$ cat config.mk
export PLATFORM = sky130hd
export DESIGN_NAME = arp_post
export DESIGN_NICKNAME = d
export VERILOG_FILES = /design/src/inc/arp_pkg.sv /design/src/rtl/arp_post.sv /design/src/rtl/arp_shape.sv
export SDC_FILE = /design/constraint.sdc
export NUM_CORES = 1
export LEC_CHECK = 0
export CORE_MARGIN = 8
export CORE_UTILIZATION = 60
export DETAILED_ROUTE_END_ITERATION = 12
export DONT_BUFFER_PORTS = 1
export MAX_ROUTING_LAYER = met4
export PLACE_DENSITY = 0.76
export SLEW_MARGIN = 20
export SYNTH_ARGS = -nofsm -noshare
export SYNTH_HDL_FRONTEND = slang
export SYNTH_SLANG_ARGS = --single-unit
$ cat constraint.sdc
create_clock -name ref_clk -period 13 [get_ports ref_clk]
set_input_delay 1.3 -clock ref_clk [delete_from_list [all_inputs] [get_ports ref_clk]]
set_output_delay 1.3 -clock ref_clk [all_outputs]
set_load 0.1 [all_outputs]
$ cat src/inc/arp_pkg.sv
// Shared constants and types for the ADC result post-processing block.
// Assumes a 32-bit APB register bus and one 200 MHz clock.
package arp_pkg;

	localparam int ARP_ACC_W = 24;
	localparam int ARP_ADDR_W = 8;

	// Register byte offsets.
	localparam logic [ARP_ADDR_W-1:0] ARP_OFF_POST = 8'h00;
	localparam logic [ARP_ADDR_W-1:0] ARP_OFF_THR0 = 8'h04;
	localparam logic [ARP_ADDR_W-1:0] ARP_OFF_THR1 = 8'h08;
	localparam logic [ARP_ADDR_W-1:0] ARP_OFF_UPPER = 8'h0c;
	localparam logic [ARP_ADDR_W-1:0] ARP_OFF_LOWER = 8'h10;
	localparam logic [ARP_ADDR_W-1:0] ARP_OFF_ACCUM = 8'h14;
	localparam logic [ARP_ADDR_W-1:0] ARP_OFF_RESULT = 8'h18;
	localparam logic [ARP_ADDR_W-1:0] ARP_OFF_STATUS = 8'h1c;

	// Field positions.
	localparam int ARP_POST_RSV_BIT = 7;
	localparam int ARP_ST_HIT_BIT = 0;
	localparam int ARP_ST_NEW_BIT = 1;
	localparam int ARP_ST_W = 2;

	// Reset values.
	localparam logic [6:0] ARP_POST_RST = 7'h00;
	localparam logic [ARP_ACC_W-1:0] ARP_THR_RST = 24'h000000;
	localparam logic [2:0] ARP_ACCUM_RST = 3'h0;

	// Threshold compare selections.
	localparam logic [1:0] ARP_SEL_OFF = 2'h0;
	localparam logic [1:0] ARP_SEL_T0 = 2'h1;
	localparam logic [1:0] ARP_SEL_T1 = 2'h2;
	localparam logic [1:0] ARP_SEL_WIN = 2'h3;

	// Largest value of the narrow unsigned output.
	localparam logic [ARP_ACC_W-1:0] ARP_U16_MAX = 24'h00ffff;

	// Layout follows the low seven bits of the post-processing register.
	typedef struct packed {
		logic size24;
		logic [2:0] shift;
		logic pol;
		logic [1:0] sel;
	} arp_cfg_t;

	typedef struct packed {
		logic [ARP_ACC_W-1:0] t0;
		logic [ARP_ACC_W-1:0] t1;
		logic [ARP_ACC_W-1:0] upper;
		logic [ARP_ACC_W-1:0] lower;
	} arp_thr_t;

	typedef struct packed {
		logic valid;
		logic hit;
		logic [ARP_ACC_W-1:0] value;
	} arp_res_t;

endpackage

$ cat src/rtl/arp_post.sv
// Top of the ADC result post-processing block with its APB register file.
// Assumes raw samples come from logic on ref_clk as one-cycle strobes.
//
// The placing of the registers and the APB slave port are this design's own decisions.
`timescale 1ns/1ps
// Overview of operation
// - Output size bit 0 gives 16-bit unsigned result, 1 gives 24-bit signed.
// - Accumulated sum is shifted right by the three-bit shift field.
// - Polarity 0 with one threshold: event when the shifted, sized result exceeds the threshold.
// - Polarity 1 with one threshold: event when the shifted, sized result is below the threshold.
// - Select 0 disables compare, 1 uses threshold zero, 2 threshold one.
// - Select 3 compares against the upper/lower window; polarity picks exit or entry.
// - Repeated samples are summed in a 24-bit accumulator before shift and sizing.
module arp_post
	import arp_pkg::*;
(
	// Clock and reset.
	input wire logic ref_clk,
	input wire logic resetn,
	// APB slave.
	input wire logic psel,
	input wire logic penable,
	input wire logic pwrite,
	input wire logic [ARP_ADDR_W-1:0] paddr,
	input wire logic [31:0] pwdata,
	output logic [31:0] prdata,
	output logic pready,
	output logic pslverr,
	// Raw samples.
	input wire logic sample_valid,
	input wire logic [ARP_ACC_W-1:0] sample_data,
	// Results.
	output logic result_valid,
	output logic [ARP_ACC_W-1:0] result_value,
	output logic threshold_event
);

	arp_cfg_t cfg_q;
	arp_thr_t thr_q;
	arp_res_t res;
	logic [2:0] accum_log2_q;
	logic [ARP_ACC_W-1:0] acc_q;
	logic [7:0] cnt_q;
	logic [ARP_ST_W-1:0] st_q;
	logic [ARP_ST_W-1:0] st_set;
	logic [ARP_ST_W-1:0] st_clr;
	logic [ARP_ACC_W-1:0] acc_sum;
	logic acc_done;
	logic wr_en;
	logic mapped;
	logic [31:0] prdata_d;
	logic [31:0] prdata_q;

	function automatic logic at(input logic [ARP_ADDR_W-1:0] a, input logic [ARP_ADDR_W-1:0] off);
		at = (a == off);
	endfunction

	// Single-cycle access phase keeps the master model trivial; there is no wait state.
	assign pready = 1'b1;
	assign wr_en = psel && penable && pwrite;
	assign mapped = at(paddr, ARP_OFF_POST) || at(paddr, ARP_OFF_THR0) || at(paddr, ARP_OFF_THR1)
		|| at(paddr, ARP_OFF_UPPER) || at(paddr, ARP_OFF_LOWER) || at(paddr, ARP_OFF_ACCUM)
		|| at(paddr, ARP_OFF_RESULT) || at(paddr, ARP_OFF_STATUS);
	assign pslverr = psel && penable && !mapped;

	always_ff @(posedge ref_clk or negedge resetn)
	begin
		if (!resetn)
			cfg_q <= arp_cfg_t'(ARP_POST_RST);
		else if (wr_en && at(paddr, ARP_OFF_POST))
			cfg_q <= arp_cfg_t'(pwdata[6:0]);
	end

	always_ff @(posedge ref_clk or negedge resetn)
	begin
		if (!resetn)
		begin
			thr_q.t0 <= ARP_THR_RST;
			thr_q.t1 <= ARP_THR_RST;
			thr_q.upper <= ARP_THR_RST;
			thr_q.lower <= ARP_THR_RST;
		end
		else if (wr_en)
		begin
			if (at(paddr, ARP_OFF_THR0))
				thr_q.t0 <= pwdata[ARP_ACC_W-1:0];
			else if (at(paddr, ARP_OFF_THR1))
				thr_q.t1 <= pwdata[ARP_ACC_W-1:0];
			else if (at(paddr, ARP_OFF_UPPER))
				thr_q.upper <= pwdata[ARP_ACC_W-1:0];
			else if (at(paddr, ARP_OFF_LOWER))
				thr_q.lower <= pwdata[ARP_ACC_W-1:0];
		end
	end

	always_ff @(posedge ref_clk or negedge resetn)
	begin
		if (!resetn)
			accum_log2_q <= ARP_ACCUM_RST;
		else if (wr_en && at(paddr, ARP_OFF_ACCUM))
			accum_log2_q <= pwdata[2:0];
	end

	// The sum wraps at 24 bits; software picks the accumulation count so that it never needs to.
	assign acc_sum = acc_q + sample_data;
	assign acc_done = sample_valid && (cnt_q == 8'(({1'b0, 8'h01} << accum_log2_q) - 9'h001));

	always_ff @(posedge ref_clk or negedge resetn)
	begin
		if (!resetn)
		begin
			acc_q <= '0;
			cnt_q <= '0;
		end
		else if (acc_done)
		begin
			acc_q <= '0;
			cnt_q <= '0;
		end
		else if (sample_valid)
		begin
			acc_q <= acc_sum;
			cnt_q <= cnt_q + 8'h01;
		end
	end

	arp_shape u_shape (
		.ref_clk(ref_clk),
		.resetn(resetn),
		.in_valid(acc_done),
		.in_sum(acc_sum),
		.cfg(cfg_q),
		.thr(thr_q),
		.res(res)
	);

	assign result_valid = res.valid;
	assign result_value = res.value;
	assign threshold_event = res.valid && res.hit;

	// A new event in the cycle of its write-one clear still sets the flag.
	assign st_set = {res.valid, threshold_event};
	assign st_clr = (wr_en && at(paddr, ARP_OFF_STATUS)) ? pwdata[ARP_ST_W-1:0] : '0;

	always_ff @(posedge ref_clk or negedge resetn)
	begin
		if (!resetn)
			st_q <= '0;
		else
			st_q <= (st_q & ~st_clr) | st_set;
	end

	always_comb
	begin
		prdata_d = '0;
		if (at(paddr, ARP_OFF_POST))
			prdata_d = {24'h000000, 1'b0, cfg_q};
		else if (at(paddr, ARP_OFF_THR0))
			prdata_d = {8'h00, thr_q.t0};
		else if (at(paddr, ARP_OFF_THR1))
			prdata_d = {8'h00, thr_q.t1};
		else if (at(paddr, ARP_OFF_UPPER))
			prdata_d = {8'h00, thr_q.upper};
		else if (at(paddr, ARP_OFF_LOWER))
			prdata_d = {8'h00, thr_q.lower};
		else if (at(paddr, ARP_OFF_ACCUM))
			prdata_d = {29'h0, accum_log2_q};
		else if (at(paddr, ARP_OFF_RESULT))
			prdata_d = {8'h00, res.value};
		else if (at(paddr, ARP_OFF_STATUS))
			prdata_d = {30'h0, st_q};
	end

	// Read data is captured in the setup cycle, so it comes from a flop and still needs no wait state.
	// A status flag that sets during the access cycle shows up on the following read.
	always_ff @(posedge ref_clk or negedge resetn)
	begin
		if (!resetn)
			prdata_q <= '0;
		else if (psel && !penable)
			prdata_q <= prdata_d;
	end

	assign prdata = prdata_q;
endmodule

$ cat src/rtl/arp_shape.sv
// Shift, output sizing and threshold compare of one accumulated sum.
// Assumes the sum arrives as a one-cycle strobe; the result is registered.
`timescale 1ns/1ps
module arp_shape
	import arp_pkg::*;
(
	// Clock and reset.
	input wire logic ref_clk,
	input wire logic resetn,
	// Accumulated sum.
	input wire logic in_valid,
	input wire logic [ARP_ACC_W-1:0] in_sum,
	// Settings.
	input wire arp_cfg_t cfg,
	input wire arp_thr_t thr,
	// Result.
	output arp_res_t res
);

	logic signed [ARP_ACC_W-1:0] shifted;
	logic signed [ARP_ACC_W-1:0] val;
	logic hit;

	always_comb
	begin
		shifted = $signed(in_sum) >>> cfg.shift;
		if (cfg.size24)
			val = shifted;
		else if (shifted < 0)
			val = '0;
		else if (shifted > $signed(ARP_U16_MAX))
			val = $signed(ARP_U16_MAX);
		else
			val = shifted;
	end

	// The narrow result clamps rather than wraps, so a too-small shift reads as full scale.
	always_comb
	begin
		hit = 1'b0;
		case (cfg.sel)
			ARP_SEL_T0:
				hit = cfg.pol ? (val < $signed(thr.t0)) : (val > $signed(thr.t0));
			ARP_SEL_T1:
				hit = cfg.pol ? (val < $signed(thr.t1)) : (val > $signed(thr.t1));
			ARP_SEL_WIN:
				hit = cfg.pol ? (val >= $signed(thr.lower) && val <= $signed(thr.upper))
					: (val > $signed(thr.upper) || val < $signed(thr.lower));
			default:
				hit = 1'b0;
		endcase
	end

	always_ff @(posedge ref_clk or negedge resetn)
	begin
		if (!resetn)
			res.valid <= 1'b0;
		else
			res.valid <= in_valid;
	end

	always_ff @(posedge ref_clk or negedge resetn)
	begin
		if (!resetn)
		begin
			res.value <= '0;
			res.hit <= 1'b0;
		end
		else if (in_valid)
		begin
			res.value <= val;
			res.hit <= hit;
		end
	end

endmodule

# Yosys cells after proc, flatten, opt, wreduce, memory -nomap -nowiden
# Index checks and enable logic that the tools add are counted.
dict set report totals {
  register_bits 198
  latchBits 0
  ram_bits 0
  mem_bits_ro 0
  inputBits 70
  word_cells 94
  n_memories 0
}
dict set report op_classes {
  n_addsub 3
  n_mul 0
  div_mod_pow 0
  order_cmp 10
  eq_ne 11
  shifts 2
  muxes 20
  n_bitwise 6
  reduce_logical 26
}
# operator n
set ops {}
lappend ops {{$mux W24} 11}
lappend ops {{$gt A24 B24 Y1} 3}
lappend ops {{$lt A24 B24 Y1} 3}
lappend ops {{$eq A8 B5 Y1 const B} 4}
lappend ops {{$mux W32} 1}
lappend ops {{$add A24 B24 Y24} 1}
lappend ops {{$ge A24 B24 Y1} 1}
lappend ops {{$gt A24 B17 Y1 const B} 1}
lappend ops {{$le A24 B24 Y1} 1}
lappend ops {{$lt A24 B1 Y1 const B} 1}
lappend ops {{$sshr A24 B3 Y24} 1}
lappend ops {{$eq A8 B4 Y1 const B} 2}
lappend ops {{$mux W8} 2}
lappend ops {{$logic_and A1 B1 Y1} 10}
lappend ops {{$add A8 B1 Y8 const B} 1}
lappend ops {{$eq A8 B3 Y1 const B} 1}
lappend ops {{$eq A8 B8 Y1} 1}
lappend ops {{$logic_not A8 Y1} 1}
lappend ops {{$logic_or A1 B1 Y1} 8}
lappend ops {{$shl A1 B3 Y8 const A} 1}
lappend ops {{$sub A8 B1 Y8 const B} 1}
lappend ops {{$reduce_and A5 Y1} 1}
lappend ops {{$eq A2 B2 Y1 const B} 2}
lappend ops {{$mux W2} 2}
lappend ops {{12 further kinds} 17}

# Longest topological paths before layout
# Gate-level depths: netlist of run 1.
dict set report depth {
  depth_word 10
  depth_mapped 27
  mapped_depth_nobuf 24
}

# Cells and area by module
# A second synthesis of run 1 with hierarchy kept.
dict set report hier_totals {
  hier_cells 1281
  hier_area_um2 13042.5
}
# mod n_inst cells_per_inst area_each_um2 seq_area_each_um2
set modules_own_cells {}
lappend modules_own_cells {arp_post 1 740 8421.8 4103.9}
lappend modules_own_cells {arp_shape 1 541 4620.7 650.6}

# Worst setup path after synthesis of run 1
# No wires, ideal clock.
dict set report synth_timing {
  path_kind {input to register}
  from {in sample_data[0]}
  to {reg u_shape.res[24] (netlist name)}
  setup_ns 0.135
  t_arrival_ns 6.508
  path_slack_ns 6.357
  stages 26
  cell_sequence {ha_1 -> inv_1 -> fa_1 -> nand2b_1 -> a21oi_1 -> o21ai_2 -> a2111oi_2 -> or2_1 -> buf_2 -> xnor2_1 -> o2111ai_2 -> or4_1 -> buf_2 -> o211ai_4 -> o21ai_0 -> ha_1 -> nor2b_1 -> o21a_1 -> o21a_1 -> o21bai_1 -> a21oi_1 -> o21ai_0 -> mux2i_1 -> mux2_2 -> a221oi_1 -> o31ai_1}
}
dict set report synth_via {
  elab_chain_len 10
  word_cells_on_any_way 21
  cone_classes {add/sub: 1; order compare: 10; shift: 1; mux: 7; reduce/logical: 2}
}
# item line_no
set synth_rtl {}
lappend synth_rtl {{start: declaration} arp_post.sv:31} ;# input wire logic [ARP_ACC_W-1:0] sample_data,
lappend synth_rtl {{$add A24 B24 Y24 (*)} arp_post.sv:105} ;# assign acc_sum = acc_q + sample_data;
lappend synth_rtl {{$sshr A24 B3 Y24 (*)} arp_shape.sv:26} ;# shifted = $signed(in_sum) >>> cfg.shift;
lappend synth_rtl {{$gt A24 B17 Y1} arp_shape.sv:31} ;# else if (shifted > $signed(ARP_U16_MAX))
lappend synth_rtl {{$mux W24} arp_shape.sv:31}
lappend synth_rtl {{$mux W24} arp_shape.sv:29} ;# else if (shifted < 0)
lappend synth_rtl {{$mux W24 (*)} arp_shape.sv:27} ;# if (cfg.size24)
lappend synth_rtl {{net u_shape.val[1]} arp_shape.sv:21} ;# logic signed [ARP_ACC_W-1:0] val;
lappend synth_rtl {{$gt A24 B24 Y1 (tied with other cells)} arp_shape.sv:48} ;# : (val > $signed(thr.upper) || val < $signed(thr.lower));
lappend synth_rtl {{$logic_or A1 B1 Y1 or $logic_and A1 B1 Y1 (tied branches)} {arp_shape.sv:48, arp_shape.sv:47}}
lappend synth_rtl {{$mux W1} arp_shape.sv:47} ;# hit = cfg.pol ? (val >= $signed(thr.lower) && val <= $signed(thr.upper))
lappend synth_rtl {{$pmux W1 S3 (*)} arp_shape.sv:41} ;# case (cfg.sel)
# The timed path passes the listed nets; every way through them passes the cells marked *.
# A chain may end at the register's enable or synchronous reset.

# Final worst setup path of run 1
dict set report layout_timing {
  from {in sample_data[0]}
  to {reg u_shape.res[24] (netlist name)}
}
dict set report layout_via {
  elab_chain_len 10
  word_cells_on_any_way 21
  cone_classes {add/sub: 1; order compare: 10; shift: 1; mux: 7; reduce/logical: 2}
}
# item line_no
set layout_rtl {}
lappend layout_rtl {{$add A24 B24 Y24 (*)} arp_post.sv:105}
lappend layout_rtl {{$sshr A24 B3 Y24 (*)} arp_shape.sv:26}
lappend layout_rtl {{$gt A24 B17 Y1} arp_shape.sv:31}
lappend layout_rtl {{$mux W24} arp_shape.sv:31}
lappend layout_rtl {{$mux W24} arp_shape.sv:29}
lappend layout_rtl {{$mux W24 (*)} arp_shape.sv:27}
lappend layout_rtl {{net u_shape.val[14]} arp_shape.sv:21}
lappend layout_rtl {{$gt A24 B24 Y1 (tied with other cells)} arp_shape.sv:48}
lappend layout_rtl {{$logic_or A1 B1 Y1 or $logic_and A1 B1 Y1 (tied branches)} {arp_shape.sv:48, arp_shape.sv:47}}
lappend layout_rtl {{$mux W1} arp_shape.sv:47}
lappend layout_rtl {{$pmux W1 S3 (*)} arp_shape.sv:41}
# Marks and branches as above.

==> results.md, run 1 <==
- Among all flip-flop cells after synthesis, the most frequent one is sky130_fd_sc_hd__dfrtp_1.
- The data required time of the worst path is 13.30 ns.
- The detailed-routing wirelength on met1 is 16300 um.
- The multiplexer area fraction after synthesis is 0.0865.
- Of the total synthesized cell area, the portion taken by XOR and XNOR cells is 0.0145.
- The area of the mapped netlist is 13800 um2.
- The total of max-cap violations is 0.
- The initial core utilization is 0.612.
- At the worst endpoint, the arrival time is 8.22 ns.
- The fraction of the core area covered by cells at the end of the flow is 0.634.
- The die is 168 um wide.
- Dividing the final minimum period by the clock period gives 0.609.
- In the routed layout, each cell is associated on average with a via count of 6.45.
- The number of antenna violations at the first check in global routing was 0.
- The chip height is 168 um.
- A synthesized cell averages 8.70 um2.
- Buffers placed on the I/O ports in this run total 0.
- For this block, the via count after detailed routing is 11.7k.
- The clock drives 190 sinks.
- Setup repair after global routing left no endpoint under its margin.
- Across the VDD grid, the largest voltage drop is 0.161 mV.
- The critical setup path kind is primary input to register.
- Of all flip-flops after synthesis, the portion carrying an async set or reset was 1.00.
- The clock network latency to the later pin of the worst-skew pair is 0.45 ns.
- Ranked by total cell area, the synthesized netlist is headed by sky130_fd_sc_hd__dfrtp_1 34%, sky130_fd_sc_hd__ha_1 11%, sky130_fd_sc_hd__o21ai_0 5.6%.
- The count of different cell masters after synthesis is 87.
- The static leakage is 6.46 nW.
- The die covers 28200 um2.
- The post-detailed-route count of antenna-violating nets is 0.
- The kind of end point of the critical path is a register.
- The total setup violations reported at the end of the flow is 0.
- In this run the worst path has a maximum fanout of 16.
- The share of layout cells above drive strength 1 is 0.107.
- The total length of routed met2 wires is 18600 um.
- In the final routed layout, each cell accounts on average for 21.3 um.
- The number of endpoints with negative hold slack in the final report was 0.
- The area growth from synthesis to final layout is 3.68%.
- The most common cell in the synthesized netlist is sky130_fd_sc_hd__nand2_1.
- The clock buffer count from CTS is 17.
- After clock tree synthesis, the flow added hold-fix buffers numbering 0.
- The clock transition at the register clock pins on the worst setup and hold paths after CTS is 0.07 ns.
- The maximum clock rate is 126 MHz.
- For this run, design rule violations remaining after detail routing come to 0.
- The clock tree from TritonCTS is yes.
- The number of iterations in the first detailed-routing pass is 6.
- The number of gates resized after cts is 0.
- The remaining global-route overflow is 0.
- The starting DRC count in detailed routing is 1251.
- No sink is reached through more buffers than the 2 on the longest clock path.
- The instance count of the mapped netlist is 1591.
- The wire length on met3 is 2740 um.
- The number of I/O pins is 130.
- The commonest cells after synthesis are 202 x sky130_fd_sc_hd__nand2_1, 190 x sky130_fd_sc_hd__dfrtp_1, 155 x sky130_fd_sc_hd__o21ai_0, 135 x sky130_fd_sc_hd__inv_1, 120 x sky130_fd_sc_hd__ha_1.
- The power density over cell area is 241 nW/um2.
- Counting I/O delays and the setup requirement, the final critical path takes 7.92 ns.
- The repair_antennas step left the layout with diodes totalling 0.
- In the final timing run, aggregate negative setup slack is 0 ns.
- The pin count of the biggest net entering global routing is 191.
- For the pin with the worst max-slew slack, the measured transition is 1.18 ns.
- STA classifies the critical path startpoint as a primary input.
- The multi-input combinational cells in the finished layout cover a total of 8030 um2.
- Row generation in the floorplan step produced 55 rows.
- The core region area is 22600 um2.
- Summed over all instances, the cell type with the most area after synthesis is sky130_fd_sc_hd__dfrtp_1.
- The layout filler cell count is 1925.
- The worst hold-check path type is register to register.
- The compound-cell area share of the yosys netlist came to 0.206.
- After clock tree synthesis, the setup repair step added 0 buffers.
- The total of warnings raised by yosys is 0.
- In this run the clock root is driven by a sky130_fd_sc_hd__clkbuf_16.
- The routed design has 38600 um of wire.
- The proportion of netlist area held by the largest area contributor is 0.343.
- The via count of the first global-routing pass is 11.4k.
- The overall routing resource usage is 0.280.
- The congestion estimate from routability-driven global placement came to 0.942.
- The top routing layer in use is met4.
- The worst-case headroom to the max-slew limit is 0.212.
- The number of max-slew violations in the final report is 0.
- The post-synthesis adder-cell area fraction is 0.110.
- The proportion of synthesized chip area in sequential cells is 0.343.
- The simple-gate share of the synthesized area is 0.158.
- The main combinational cell family by area after synthesis is compound AO/OA/AOI/OAI gates.
- The first global-routing pass estimated 61200 um of wire.
- In the final layout, flip-flops and latches occupy 4750 um2.
- The synthesized design contains 0 enable-type register cells.
- The HPWL after detailed placement is 29000 um.
- The number of storage elements in the synthesis netlist is 190.
- The number of nets in the layout is 1708.
- The run finished with clean final reports.
- On the final layout, the worst clock skew is 0.0164 ns.
- The maximum level of the CTS H-tree is 4.
## final timing paths
path	from	endpoint	slack (ns)	cells past startpoint
setup / recovery	sample_data[0]	u_shape.res[24]$_DFFE_PN0P_	5.08	24
hold / removal	st_q[1]$_DFF_PN0_	st_q[1]$_DFF_PN0_	0.50	1
setup reg to reg	acc_q[0]$_DFFE_PN0P_	u_shape.res[24]$_DFFE_PN0P_	5.58	24
hold reg to reg	st_q[1]$_DFF_PN0_	st_q[1]$_DFF_PN0_	0.50	1
max in group asynchronous	resetn	cfg_q[4]$_DFFE_PN0P_	12.24	0
min in group asynchronous	resetn	prdata[19]$_DFFE_PN0P_	0.55	0
## stage by stage
| step | cells | total power [mW] | hold slack, ns | setup WS (ns) | cell area [um2] |
|---|---|---|---|---|---|
| finish | 1815 | 3.46 | 0.497 | 5.08 | 14400 |
| global route | 1815 | 3.70 | 0.509 | 4.65 | 14400 |
| CTS | 1815 | 3.43 | 0.494 | 5.18 | 14400 |
| detailed placement | 1783 | 2.89 | 0.478 | 4.77 | 13800 |
| global placement | 1783 | 2.84 | 0.470 | 4.85 | 13800 |
| floorplan | 1598 | 2.50 | 0.450 | 6.36 | 13900 |
## sequential cells by signal (all words and copies together) (netlist names)
signal and flops:
thr_q 96, prdata 24, accum_log2_q 3, cfg_q 7, cnt_q 8, acc_q 24
st_q 2, u_shape.res 26
## kinds of logic after synthesis
| logic type | Yosys count |
|---|---|
| mux | 99 |
| fa+ha+maj | 121 |
| compound gates | 443 |
| xor+xnor | 23 |
| buf+inv | 254 |
| simple gates | 459 |
| flops | 190 |
| other cells | 2 |
## cell type report
type / count / area share
Multi-Input combinational cell: 1154 / 0.559
Sequential cell: 190 / 0.331
Inverter: 137 / 0.0358
Clock buffer: 20 / 0.0304
Tap cell: 285 / 0.0248
Clock inverter: 12 / 0.00959
Timing Repair Buffer: 17 / 0.00889
## where the power goes
group | leakage (nW) | switching [mW] | internal (mW) | total, mW
clock | 0.280 | 0.240 | 0.286 | 0.525
combinational | 3.87 | 1.15 | 0.740 | 1.89
sequential | 2.31 | 0.377 | 0.671 | 1.05
## layer usage
layer	global-route usage	vias up
met5	-	-
met4	0.102	0
met3	0.0554	76
met2	0.454	442
met1	0.343	5664
li1	-	5531
## worst max-delay path, stage by stage
cell                        delay [ns]
sky130_fd_sc_hd__ha_1             0.18
sky130_fd_sc_hd__inv_1            0.07
sky130_fd_sc_hd__fa_1             0.39
sky130_fd_sc_hd__nand2b_1         0.18
sky130_fd_sc_hd__a21oi_1          0.29
sky130_fd_sc_hd__o21ai_2          0.19
sky130_fd_sc_hd__a2111oi_2        0.65
sky130_fd_sc_hd__or2_1            0.30
sky130_fd_sc_hd__xnor2_1          0.25
sky130_fd_sc_hd__o2111ai_2        0.23
sky130_fd_sc_hd__or4_1            0.82
sky130_fd_sc_hd__o211ai_4         0.57
sky130_fd_sc_hd__o21ai_0          0.46
sky130_fd_sc_hd__ha_1             0.42
sky130_fd_sc_hd__nand2_1          0.05
sky130_fd_sc_hd__nor3_1           0.33
sky130_fd_sc_hd__nand4_1          0.18
sky130_fd_sc_hd__nor2_1           0.27
sky130_fd_sc_hd__a211oi_1         0.17
sky130_fd_sc_hd__mux2i_1          0.27
sky130_fd_sc_hd__mux2i_1          0.22
sky130_fd_sc_hd__nor4b_1          0.07
sky130_fd_sc_hd__a221oi_1         0.22
sky130_fd_sc_hd__o31ai_1          0.11
## layout by cell type (no fill, tap or decap), types with 6 or more instances in the layout
cell,n
sky130_fd_sc_hd__o211ai_1,13
sky130_fd_sc_hd__a21o_1,29
sky130_fd_sc_hd__mux4_2,10
sky130_fd_sc_hd__buf_4,17
sky130_fd_sc_hd__nor3_1,28
sky130_fd_sc_hd__and4_1,6
sky130_fd_sc_hd__o21a_1,12
sky130_fd_sc_hd__ha_1,120
sky130_fd_sc_hd__a221oi_1,37
sky130_fd_sc_hd__a211oi_1,13
sky130_fd_sc_hd__and3_1,8
sky130_fd_sc_hd__nand2_1,202
sky130_fd_sc_hd__and2_1,11
sky130_fd_sc_hd__nand2_2,11
sky130_fd_sc_hd__o2111ai_1,9
sky130_fd_sc_hd__clkbuf_16,17
sky130_fd_sc_hd__o21ai_0,155
sky130_fd_sc_hd__a21oi_1,86
sky130_fd_sc_hd__mux2_2,65
sky130_fd_sc_hd__nand4_1,32
sky130_fd_sc_hd__a22oi_1,7
sky130_fd_sc_hd__xnor2_1,16
sky130_fd_sc_hd__dfrtp_1,190
sky130_fd_sc_hd__nand3_1,36
sky130_fd_sc_hd__nand2b_1,11
sky130_fd_sc_hd__xor2_1,7
sky130_fd_sc_hd__inv_1,135
sky130_fd_sc_hd__conb_1,9
sky130_fd_sc_hd__nor2_1,72
sky130_fd_sc_hd__nor2b_1,9
sky130_fd_sc_hd__o31ai_1,9
sky130_fd_sc_hd__mux2i_1,24
sky130_fd_sc_hd__o21ai_1,8
sky130_fd_sc_hd__o22ai_1,13
Note: power is estimated with default switching activity, not from simulation.
==> run 2: changes to the inputs <==
--- a/config.mk
+++ b/config.mk
@@ -5,6 +5,7 @@
 export SDC_FILE = /design/constraint.sdc
 export NUM_CORES = 1
 export LEC_CHECK = 0
+export ABC_AREA = 1
 export CORE_MARGIN = 8
 export CORE_UTILIZATION = 60
 export DETAILED_ROUTE_END_ITERATION = 12
==> constraint.sdc (replaced) <==
create_clock -name ref_clk -period 7.52 [get_ports ref_clk]
set_input_delay 0.752 -clock ref_clk [delete_from_list [all_inputs] [get_ports ref_clk]]
set_output_delay 0.752 -clock ref_clk [all_outputs]
set_load 0.1 [all_outputs]
==> run 2 against run 1 <==
Against the previous run: clock power up 77%; utilization down 0.33 points; setup slack worse by 2.9 ns; sequential power up 29%; final area down 1.7%; die area down 2.4%; first-iteration DRC count down 8.6%; area after synthesis down 2.6%; clock skew down 0.0051 ns; largest cell class unchanged; largest power group unchanged.
==> results.md, run 2 <==
- The run finished with clean final reports.
- Across the whole layout, storage elements account for 4750 um2.
- The share of the clock period used by the worst path after layout is 0.709.
- The share of synthesized area in the top cell type comes to 0.353.
- The data arrival time of the critical path is 5.67 ns.
- Of the total power, registers draw 0.286.
- The clock tree from TritonCTS is yes.
- The fraction of the core area covered by cells at the end of the flow is 0.631.
- Static timing analysis puts the maximum clock frequency at 188 MHz.
- The register with the most flip-flops in the layout has 96 of them.
- In the final routed layout, each cell accounts on average for 18.1 um.
- 0 antenna diodes ended up in the layout.
- Clock tree synthesis found a total of 190 sinks.
- The area of combinational cells with multiple inputs is 7220 um2.
- In this run the tightest slew margin relative to its limit is 0.187.
- The first-pass GRT wire length is 62800 um.
- STA classifies the critical path endpoint as a register.
- The first detailed-routing pass ran for 6 iterations.
- The post-place setup slack is 1.90 ns.
- Setup total negative slack on the finished layout was measured at 0 ns.
- The largest registers in the layout are thr_q x96, u_shape.res x26.
- The largest fanout on the critical path is 31.
- The number of nets in the layout is 2036.
- The share of layout cells above drive strength 1 is 0.0323.
- Setup repair after global routing left no endpoint under its margin.
- The via total after detailed routing is 12.6k.
- The clock network fraction of design power is 0.197.
- In the layout the commonest cells are 543 x sky130_fd_sc_hd__nand2_1, 263 x sky130_fd_sc_hd__inv_1, 230 x sky130_fd_sc_hd__o21ai_0, 190 x sky130_fd_sc_hd__dfrtp_1, 120 x sky130_fd_sc_hd__ha_1.
- The cell accounting for the most synthesized area is sky130_fd_sc_hd__dfrtp_1.
- The power share of the combinational group is 0.517.
- Counting flops with a built-in enable in the synthesized netlist gives 0.
- The via count of the first global-routing pass is 12.0k.
- Summed over all layers, the global routing overflow is 0.
- In this run the worst hold path is classified as primary input to asynchronous set/reset pin.
- After filler insertion, the fill cell instance count of the layout stands at 2051.
- The cell-internal power is 2.48 mW.
- The wire length after detailed routing is 38900 um.
- Clock-pin slew was measured on the worst setup and hold paths at 0.07 ns.
- The total DRC errors in the routed layout is 0.
- The nature of the critical path startpoint is a register.
- The instance count of the mapped netlist is 1903.
- The synthesized netlist occupies a cell area of 13500 um2.
- The largest buffer count on any clock path is 2.
- In the synthesized netlist the dominant register cell turns out to be sky130_fd_sc_hd__dfrtp_1.
- The floorplan die width is 166 um.
- The average instance area after synthesis is 7.08 um2.
- The worst setup skew after layout is 0.0113 ns.
- Summed over all cells, the static leakage comes to 6.94 nW.
- The register with the highest flop count is thr_q.
- The initial core utilization is 0.603.
- The number of max-slew violations in the final report is 0.
- The commonest cells after synthesis are 543 x sky130_fd_sc_hd__nand2_1, 263 x sky130_fd_sc_hd__inv_1, 230 x sky130_fd_sc_hd__o21ai_0, 190 x sky130_fd_sc_hd__dfrtp_1, 120 x sky130_fd_sc_hd__ha_1.
- Data on the critical path is required at its endpoint by 7.86 ns.
- The post-detailed-route count of antenna-violating nets is 0.
- The critical setup path kind is register to register.
- For this run, the register share of the synthesized area comes to 0.353.
- The count of different cell masters after synthesis is 49.
- The peak ir drop on the vdd network is 0.182 mV.
- In the global route stage, overall resource usage came out at 0.291.
- The starting DRC count in detailed routing is 1144.
- For this design the top-level I/O count stands at 130.
- Setup slack on the critical path of the routed design comes to 2.19 ns.
- The chip height is 166 um.
- The number of endpoints with negative hold slack in the final report is 0.
- The total of buffers placed on input and output ports is 0.
- The reported net switching power is 2.24 mW.
- In this run the power density over the cells is 335 nW/um2.
- CTS placed an instance of sky130_fd_sc_hd__clkbuf_16 at the clock tree root.
- Of the total power, the share spent switching nets is 0.475.
- The core region area is 22400 um2.
- The fraction of synthesis flops using an asynchronous set or reset pin is 1.00.
- CTS built an H-tree with a depth of 4.
- The HPWL after detailed placement is 28600 um.
- The total setup violations reported at the end of the flow is 0.
- The total of warnings raised by yosys is 0.
- The tool flagged a number of max-cap violations equal to 0.
- The most common cell in the synthesized netlist is sky130_fd_sc_hd__nand2_1.
- At the end of routability-driven placement, the weighted congestion stood at 0.987.
- The floorplan has 55 rows.
- Entering global routing, the biggest net connects 189 pins.
- The clock network latency to the later pin of the worst-skew pair is 0.44 ns.
- For the pin with the worst max-slew slack, the measured transition is 1.22 ns.
- The final period demand of the worst path is 5.33 ns.
- The die covers 27500 um2.
- The commonest non-fill, non-tap cell in the layout is sky130_fd_sc_hd__nand2_1.
- By area the synthesized netlist is led by sky130_fd_sc_hd__dfrtp_1 35%, sky130_fd_sc_hd__nand2_1 15%, sky130_fd_sc_hd__ha_1 11%.
- The number of vias per cell after detailed routing is 5.86.
- The clock buffer count from CTS is 17.
- The number of storage elements in the synthesis netlist is 190.
- Compared with the post-synthesis result, the final layout area differs by 4.65%.
- The number of antenna violations at the first check in global routing is 0.
-- run 2: kinds of logic (layout without fill, tap and decap cells) --
family,count (synthesis),in the layout,share of synthesized area
compound gates,406,406,0.164
xor+xnor,17,17,0.0110
fa+ha+maj,121,121,0.113
buf+inv,370,318,0.114
flops,190,190,0.353
mux,7,7,0.00520
other cells,2,9,0.000557
simple gates,790,790,0.239
-- run 2: layer usage --
metal / wire [um] / GRT usage / vias to the layer above
li1: - / - / 6074
met1: 16100 / 0.351 / 5877
met2: 18500 / 0.479 / 490
met3: 2650 / 0.0433 / 110
met4: 1620 / 0.133 / 0
met5: 0 / - / -
-- run 2: worst max-delay path, cell delays in order (launching register included) --
cell	delay, ns
sky130_fd_sc_hd__dfrtp_1	0.81
sky130_fd_sc_hd__clkinv_1	0.83
sky130_fd_sc_hd__nand3_1	0.36
sky130_fd_sc_hd__nand3_1	0.13
sky130_fd_sc_hd__nand3_1	0.16
sky130_fd_sc_hd__nand2_1	0.07
sky130_fd_sc_hd__nor2_1	0.10
sky130_fd_sc_hd__nand2_1	0.07
sky130_fd_sc_hd__nand2_2	0.43
sky130_fd_sc_hd__a21oi_1	0.29
sky130_fd_sc_hd__ha_1	0.38
sky130_fd_sc_hd__nand2_1	0.06
sky130_fd_sc_hd__inv_1	0.06
sky130_fd_sc_hd__nand2_1	0.08
sky130_fd_sc_hd__nor4b_1	0.49
sky130_fd_sc_hd__nand3_1	0.15
sky130_fd_sc_hd__nand3_1	0.12
sky130_fd_sc_hd__xor2_1	0.18
sky130_fd_sc_hd__nand2_1	0.08
sky130_fd_sc_hd__nand3_1	0.07
sky130_fd_sc_hd__nand2_1	0.07
sky130_fd_sc_hd__nand2_1	0.05
sky130_fd_sc_hd__nand3_1	0.09
sky130_fd_sc_hd__nand2_1	0.08
sky130_fd_sc_hd__inv_1	0.03
-- run 2: worst paths after layout --
kind | endpoint | slack, ns | startpoint | depth (start not counted)
min | cfg_q[6]$_DFFE_PN0P_ | 0.04 | resetn | 0
max | u_shape.res[24]$_DFFE_PN0P_ | 2.19 | cfg_q[3]$_DFFE_PN0P_ | 24
max in group asynchronous | acc_q[3]$_DFFE_PN0P_ | 6.79 | resetn | 1
min reg2reg | thr_q[26]$_DFFE_PN0P_ | 0.49 | thr_q[26]$_DFFE_PN0P_ | 2
max reg2reg | u_shape.res[24]$_DFFE_PN0P_ | 2.19 | cfg_q[3]$_DFFE_PN0P_ | 24
min in group ref_clk | cnt_q[0]$_DFFE_PN0P_ | 0.40 | sample_valid | 1
-- run 2: metrics by stage --
step                instances  instance area, um2  power [mW]  hold WS (ns)
CTS                      2141               14100        4.70      0.000371
finish                   2143               14100        4.73        0.0422
global placement         2108               13500        3.68         0.464
global route             2143               14100        5.16        0.0172
detailed placement       2108               13500        3.76         0.464
floorplan                1910               13500        3.21         0.453
-- run 2: area by class of cell --
type                       count  share of cell area
clock inverter                13              0.0109
inverter                     268              0.0713
clock buffer                  19              0.0307
multi-input combinational   1350               0.512
tap                          285              0.0253
sequential                   190               0.337
timing repair buffer          18              0.0128
-- run 2: power groups by stage --
stage                     combinational [mW]  clock, mW  sequential, mW
after floorplan                         1.99          0            1.22
after global placement                  2.31          0            1.37
after detailed placement                2.39          0            1.37
after CTS                               2.41      0.936            1.35
after global routing                    2.82      0.977            1.37
final                                   2.44      0.931            1.35
-- run 2: repair_timing --
action | 4_1_cts | 5_1_grt
resized for setup | 0 | 0
hold buffers | 1 | 2
setup buffers | 0 | 0
endpoints found under the hold margin | 3 | 2
==> run 3: changes to the inputs <==
--- a/config.mk
+++ b/config.mk
@@ -7,11 +7,11 @@
 export LEC_CHECK = 0
 export ABC_AREA = 1
 export CORE_MARGIN = 8
-export CORE_UTILIZATION = 60
+export CORE_UTILIZATION = 59
 export DETAILED_ROUTE_END_ITERATION = 12
 export DONT_BUFFER_PORTS = 1
 export MAX_ROUTING_LAYER = met4
-export PLACE_DENSITY = 0.76
+export PLACE_DENSITY = 0.78
 export SLEW_MARGIN = 20
 export SYNTH_ARGS = -nofsm -noshare
 export SYNTH_HDL_FRONTEND = slang
==> constraint.sdc (replaced) <==
create_clock -name ref_clk -period 4.5 [get_ports ref_clk]
set_input_delay 0.45 -clock ref_clk [delete_from_list [all_inputs] [get_ports ref_clk]]
set_output_delay 0.45 -clock ref_clk [all_outputs]
set_load 0.1 [all_outputs]
==> run 3 against run 2 <==
Against the previous run: the run now ends with negative hold slack, negative setup slack left; setup slack lost 2.2 ns; sequential share of layout area decreased by 4.8 points; sequential power rose by 71%; critical path depth rose by 13; combinational power grew to 2.7 times the previous value; hold slack worse by 0.35 ns; clock skew is 0.0051 ns higher; register-to-register slack got worse by 2.2 ns; utilization up 10 points; via count rose by 6.5%; largest power group unchanged.
==> results.md, run 3 (same netlist as run 2, synthesis figures left out) <==
- The flow ran to the end, but the final reports show violations.
- The final reports fail on negative hold slack, negative setup slack.
- Buffers inserted during clock tree synthesis total 17.
- Static timing analysis puts the maximum clock frequency at 221 MHz.
- On the final layout, the worst clock skew is 0.0164 ns.
- At the end of the flow, the number of nets in the layout was 2185.
- The largest fanout on the critical path is 5.
- In the layout the commonest cells are 481 x sky130_fd_sc_hd__nand2_1, 255 x sky130_fd_sc_hd__inv_1, 214 x sky130_fd_sc_hd__o21ai_0, 190 x sky130_fd_sc_hd__dfrtp_1, 158 x sky130_fd_sc_hd__buf_4.
- In this run, the number of DRC markers left after iteration 0 of detailed routing was 1211.
- The tree built by TritonCTS fans out to 190 sinks.
- After routing, the total negative slack on setup checks comes to -0.0322 ns.
- The smallest clock period supported by the final layout is computed as 4.53 ns.
- Before CTS, the worst setup slack after placement is -0.131 ns.
- The core region is 22500 um2.
- Setup violations remaining at the end of the flow were counted as 1.
- The die covers 27900 um2.
- The via total after detailed routing is 13.4k.
- The final layout contains routed wiring with a total length of 43900 um.
- The largest single stage delay on the critical path is 0.41 ns.
- The number of vias per cell after detailed routing is 5.83.
- The number of antenna violations at the first check in global routing is 0.
- The register with the highest flop count is thr_q.
- The register with the most flip-flops in the layout has 96 of them.
- After detailed routing, the average wire length per cell comes to 19.1 um.
- The number of buffers and inverters on the critical path is 4.
- The clock reaches the later pin of the worst-skew pair after 0.45 ns.
- The maximum level of the CTS H-tree is 4.
- Summed over all nets, the half-perimeter wirelength after detailed placement is 30700 um.
- The largest registers in the layout are thr_q x96, u_shape.res x26.
- The first-pass GRT wire length is 64700 um.
- The worst-case headroom to the max-slew limit is 0.272.
- The area growth from synthesis to layout is 22.2%.
- The library cell used most frequently in the layout, excluding fill and tap cells, is sky130_fd_sc_hd__nand2_1.
- CTS placed an instance of sky130_fd_sc_hd__clkbuf_16 at the clock tree root.
- The floorplan step set the die width to 167 um.
- After filler insertion, the fill cell instance count of the layout stands at 1767.
- The share of the clock period used by the worst path after layout is 1.01.
- Final hold analysis gives a worst-case slack of -0.309 ns.
- The worst hold path belongs to the class primary input to asynchronous set/reset pin.
- The number of max-slew violations in the final report came to 0.
- Routability-driven placement finished with a final weighted congestion of 0.926.
- Setup repair after global routing could not meet its margin everywhere.
- The tool flagged a number of max-cap violations equal to 0.
- Setup slack on the critical path of the routed design comes to -0.0322 ns.
- After the flow finishes, the layout carries non-filler instances totaling 2292.
- The share of layout cells above drive strength 1 is 0.209.
- The nature of the critical path startpoint is a register.
- The peak ir drop on the vdd network is 0.391 mV.
- Across every metal layer, demand over resource in global routing totals 0.298.
- The data arrival time of the critical path is 4.87 ns.
- For this configuration, the core starts out at a cell density of 0.599.
- The via count of the first global-routing pass is 12.3k.
- The number of antenna diodes in the final layout is 0.
- The instance count after placement with tap cells included is 2239.
- Buffers placed on the I/O ports in this run total 0.
- The data required time of the worst path is 4.84 ns.
- The fraction of the core area covered by cells at the end of the flow is 0.732.
- The pre-antenna-repair detailed-routing pass consisted of 6 iterations.
- After clock tree synthesis, the clock-pin slew on the worst setup and hold paths is 0.08 ns.
- The die is 167 um tall.
- The instance area at placement is 14500 um2.
- The clock tree from TritonCTS is yes.
- The critical setup path kind is register to register.
- STA classifies the critical path endpoint as a register.
- The pin count of the biggest net entering global routing is 191.
- Once layout is done, the placed cells without fillers occupy 16500 um2.
- At the pin with the least slew margin, the transition time is 1.09 ns.
- Once detail routing completed, the nets flagged for antenna violations numbered 0.
- The remaining global-route overflow is 0.
- The number of endpoints with negative hold slack in the final report was 190.
- In this run the static leakage power is 7.90 nW.
- In this run the deepest clock path goes through 2 buffers.
- For this run, design rule violations remaining after detail routing come to 0.
- Power spread over the standard cell area amounts to 625 nW/um2.
- The number of I/O pins is 130.
- The cell with the most instances on the worst path is sky130_fd_sc_hd__nand2_1.
- The slowest stage of the critical path is the sky130_fd_sc_hd__dfrtp_1 cell.
- The initialized floorplan defines 55 standard-cell rows.
- The cell family contributing the most delay on the critical path is simple AND/OR/NAND/NOR gates.
run 3: routing by layer:
metal  routed length (um)  global-route usage  share of wire
met2                21500               0.506           0.49
met4                 1970               0.117          0.045
met1                17600               0.355           0.40
met5                    0                   -              0
met3                 2790              0.0433          0.064
run 3: path summary, 6_finish.rpt:
check,depth (start not counted),from,endpoint,slack (ns)
max,37,acc_q[3]$_DFFE_PN0P_,u_shape.res[24]$_DFFE_PN0P_,-0.03
min,0,resetn,acc_q[5]$_DFFE_PN0P_,-0.31
max reg2reg,37,acc_q[3]$_DFFE_PN0P_,u_shape.res[24]$_DFFE_PN0P_,-0.03
min reg2reg,2,thr_q[5]$_DFFE_PN0P_,thr_q[5]$_DFFE_PN0P_,0.49
max in group asynchronous,0,resetn,cfg_q[5]$_DFFE_PN0P_,4.08
min in group ref_clk,1,sample_valid,cnt_q[0]$_DFFE_PN0P_,0.10
run 3: per-stage QoR:
stage                     hold WS [ns]  power, mW
after floorplan                  0.154       5.37
after CTS                       -0.310       8.78
after detailed placement         0.160       7.20
after global placement           0.160       7.11
after global routing            -0.323       11.0
final                           -0.309       10.3
run 3: final cells by class:
type / count / area [um2] / area share
Clock buffer: 19 / 443 / 0.0269
Inverter: 268 / 1010 / 0.0611
Tap cell: 285 / 357 / 0.0216
Multi-Input combinational cell: 1350 / 8460 / 0.513
Clock inverter: 13 / 123 / 0.00744
Sequential cell: 190 / 4750 / 0.289
Timing Repair Buffer: 167 / 1340 / 0.0811
run 3: repair_timing:
| action | in CTS | in global routing |
|---|---|---|
| setup endpoints to repair | 1 | 1 |
| gates cloned | 0 | 2 |
| gates resized for setup | 6 | 261 |
| setup buffers | 0 | 20 |
| pin swaps | 0 | 102 |
| hold endpoints to repair | 190 | 190 |
run 3: power by group:
part | total, mW | switching, mW | internal (mW) | leakage, nW
Clock | 1.50 | 0.756 | 0.747 | 0.273
Combinational | 6.47 | 3.61 | 2.86 | 5.06
Sequential | 2.31 | 0.429 | 1.88 | 2.56
Total | 10.3 | 4.79 | 5.50 | 7.90
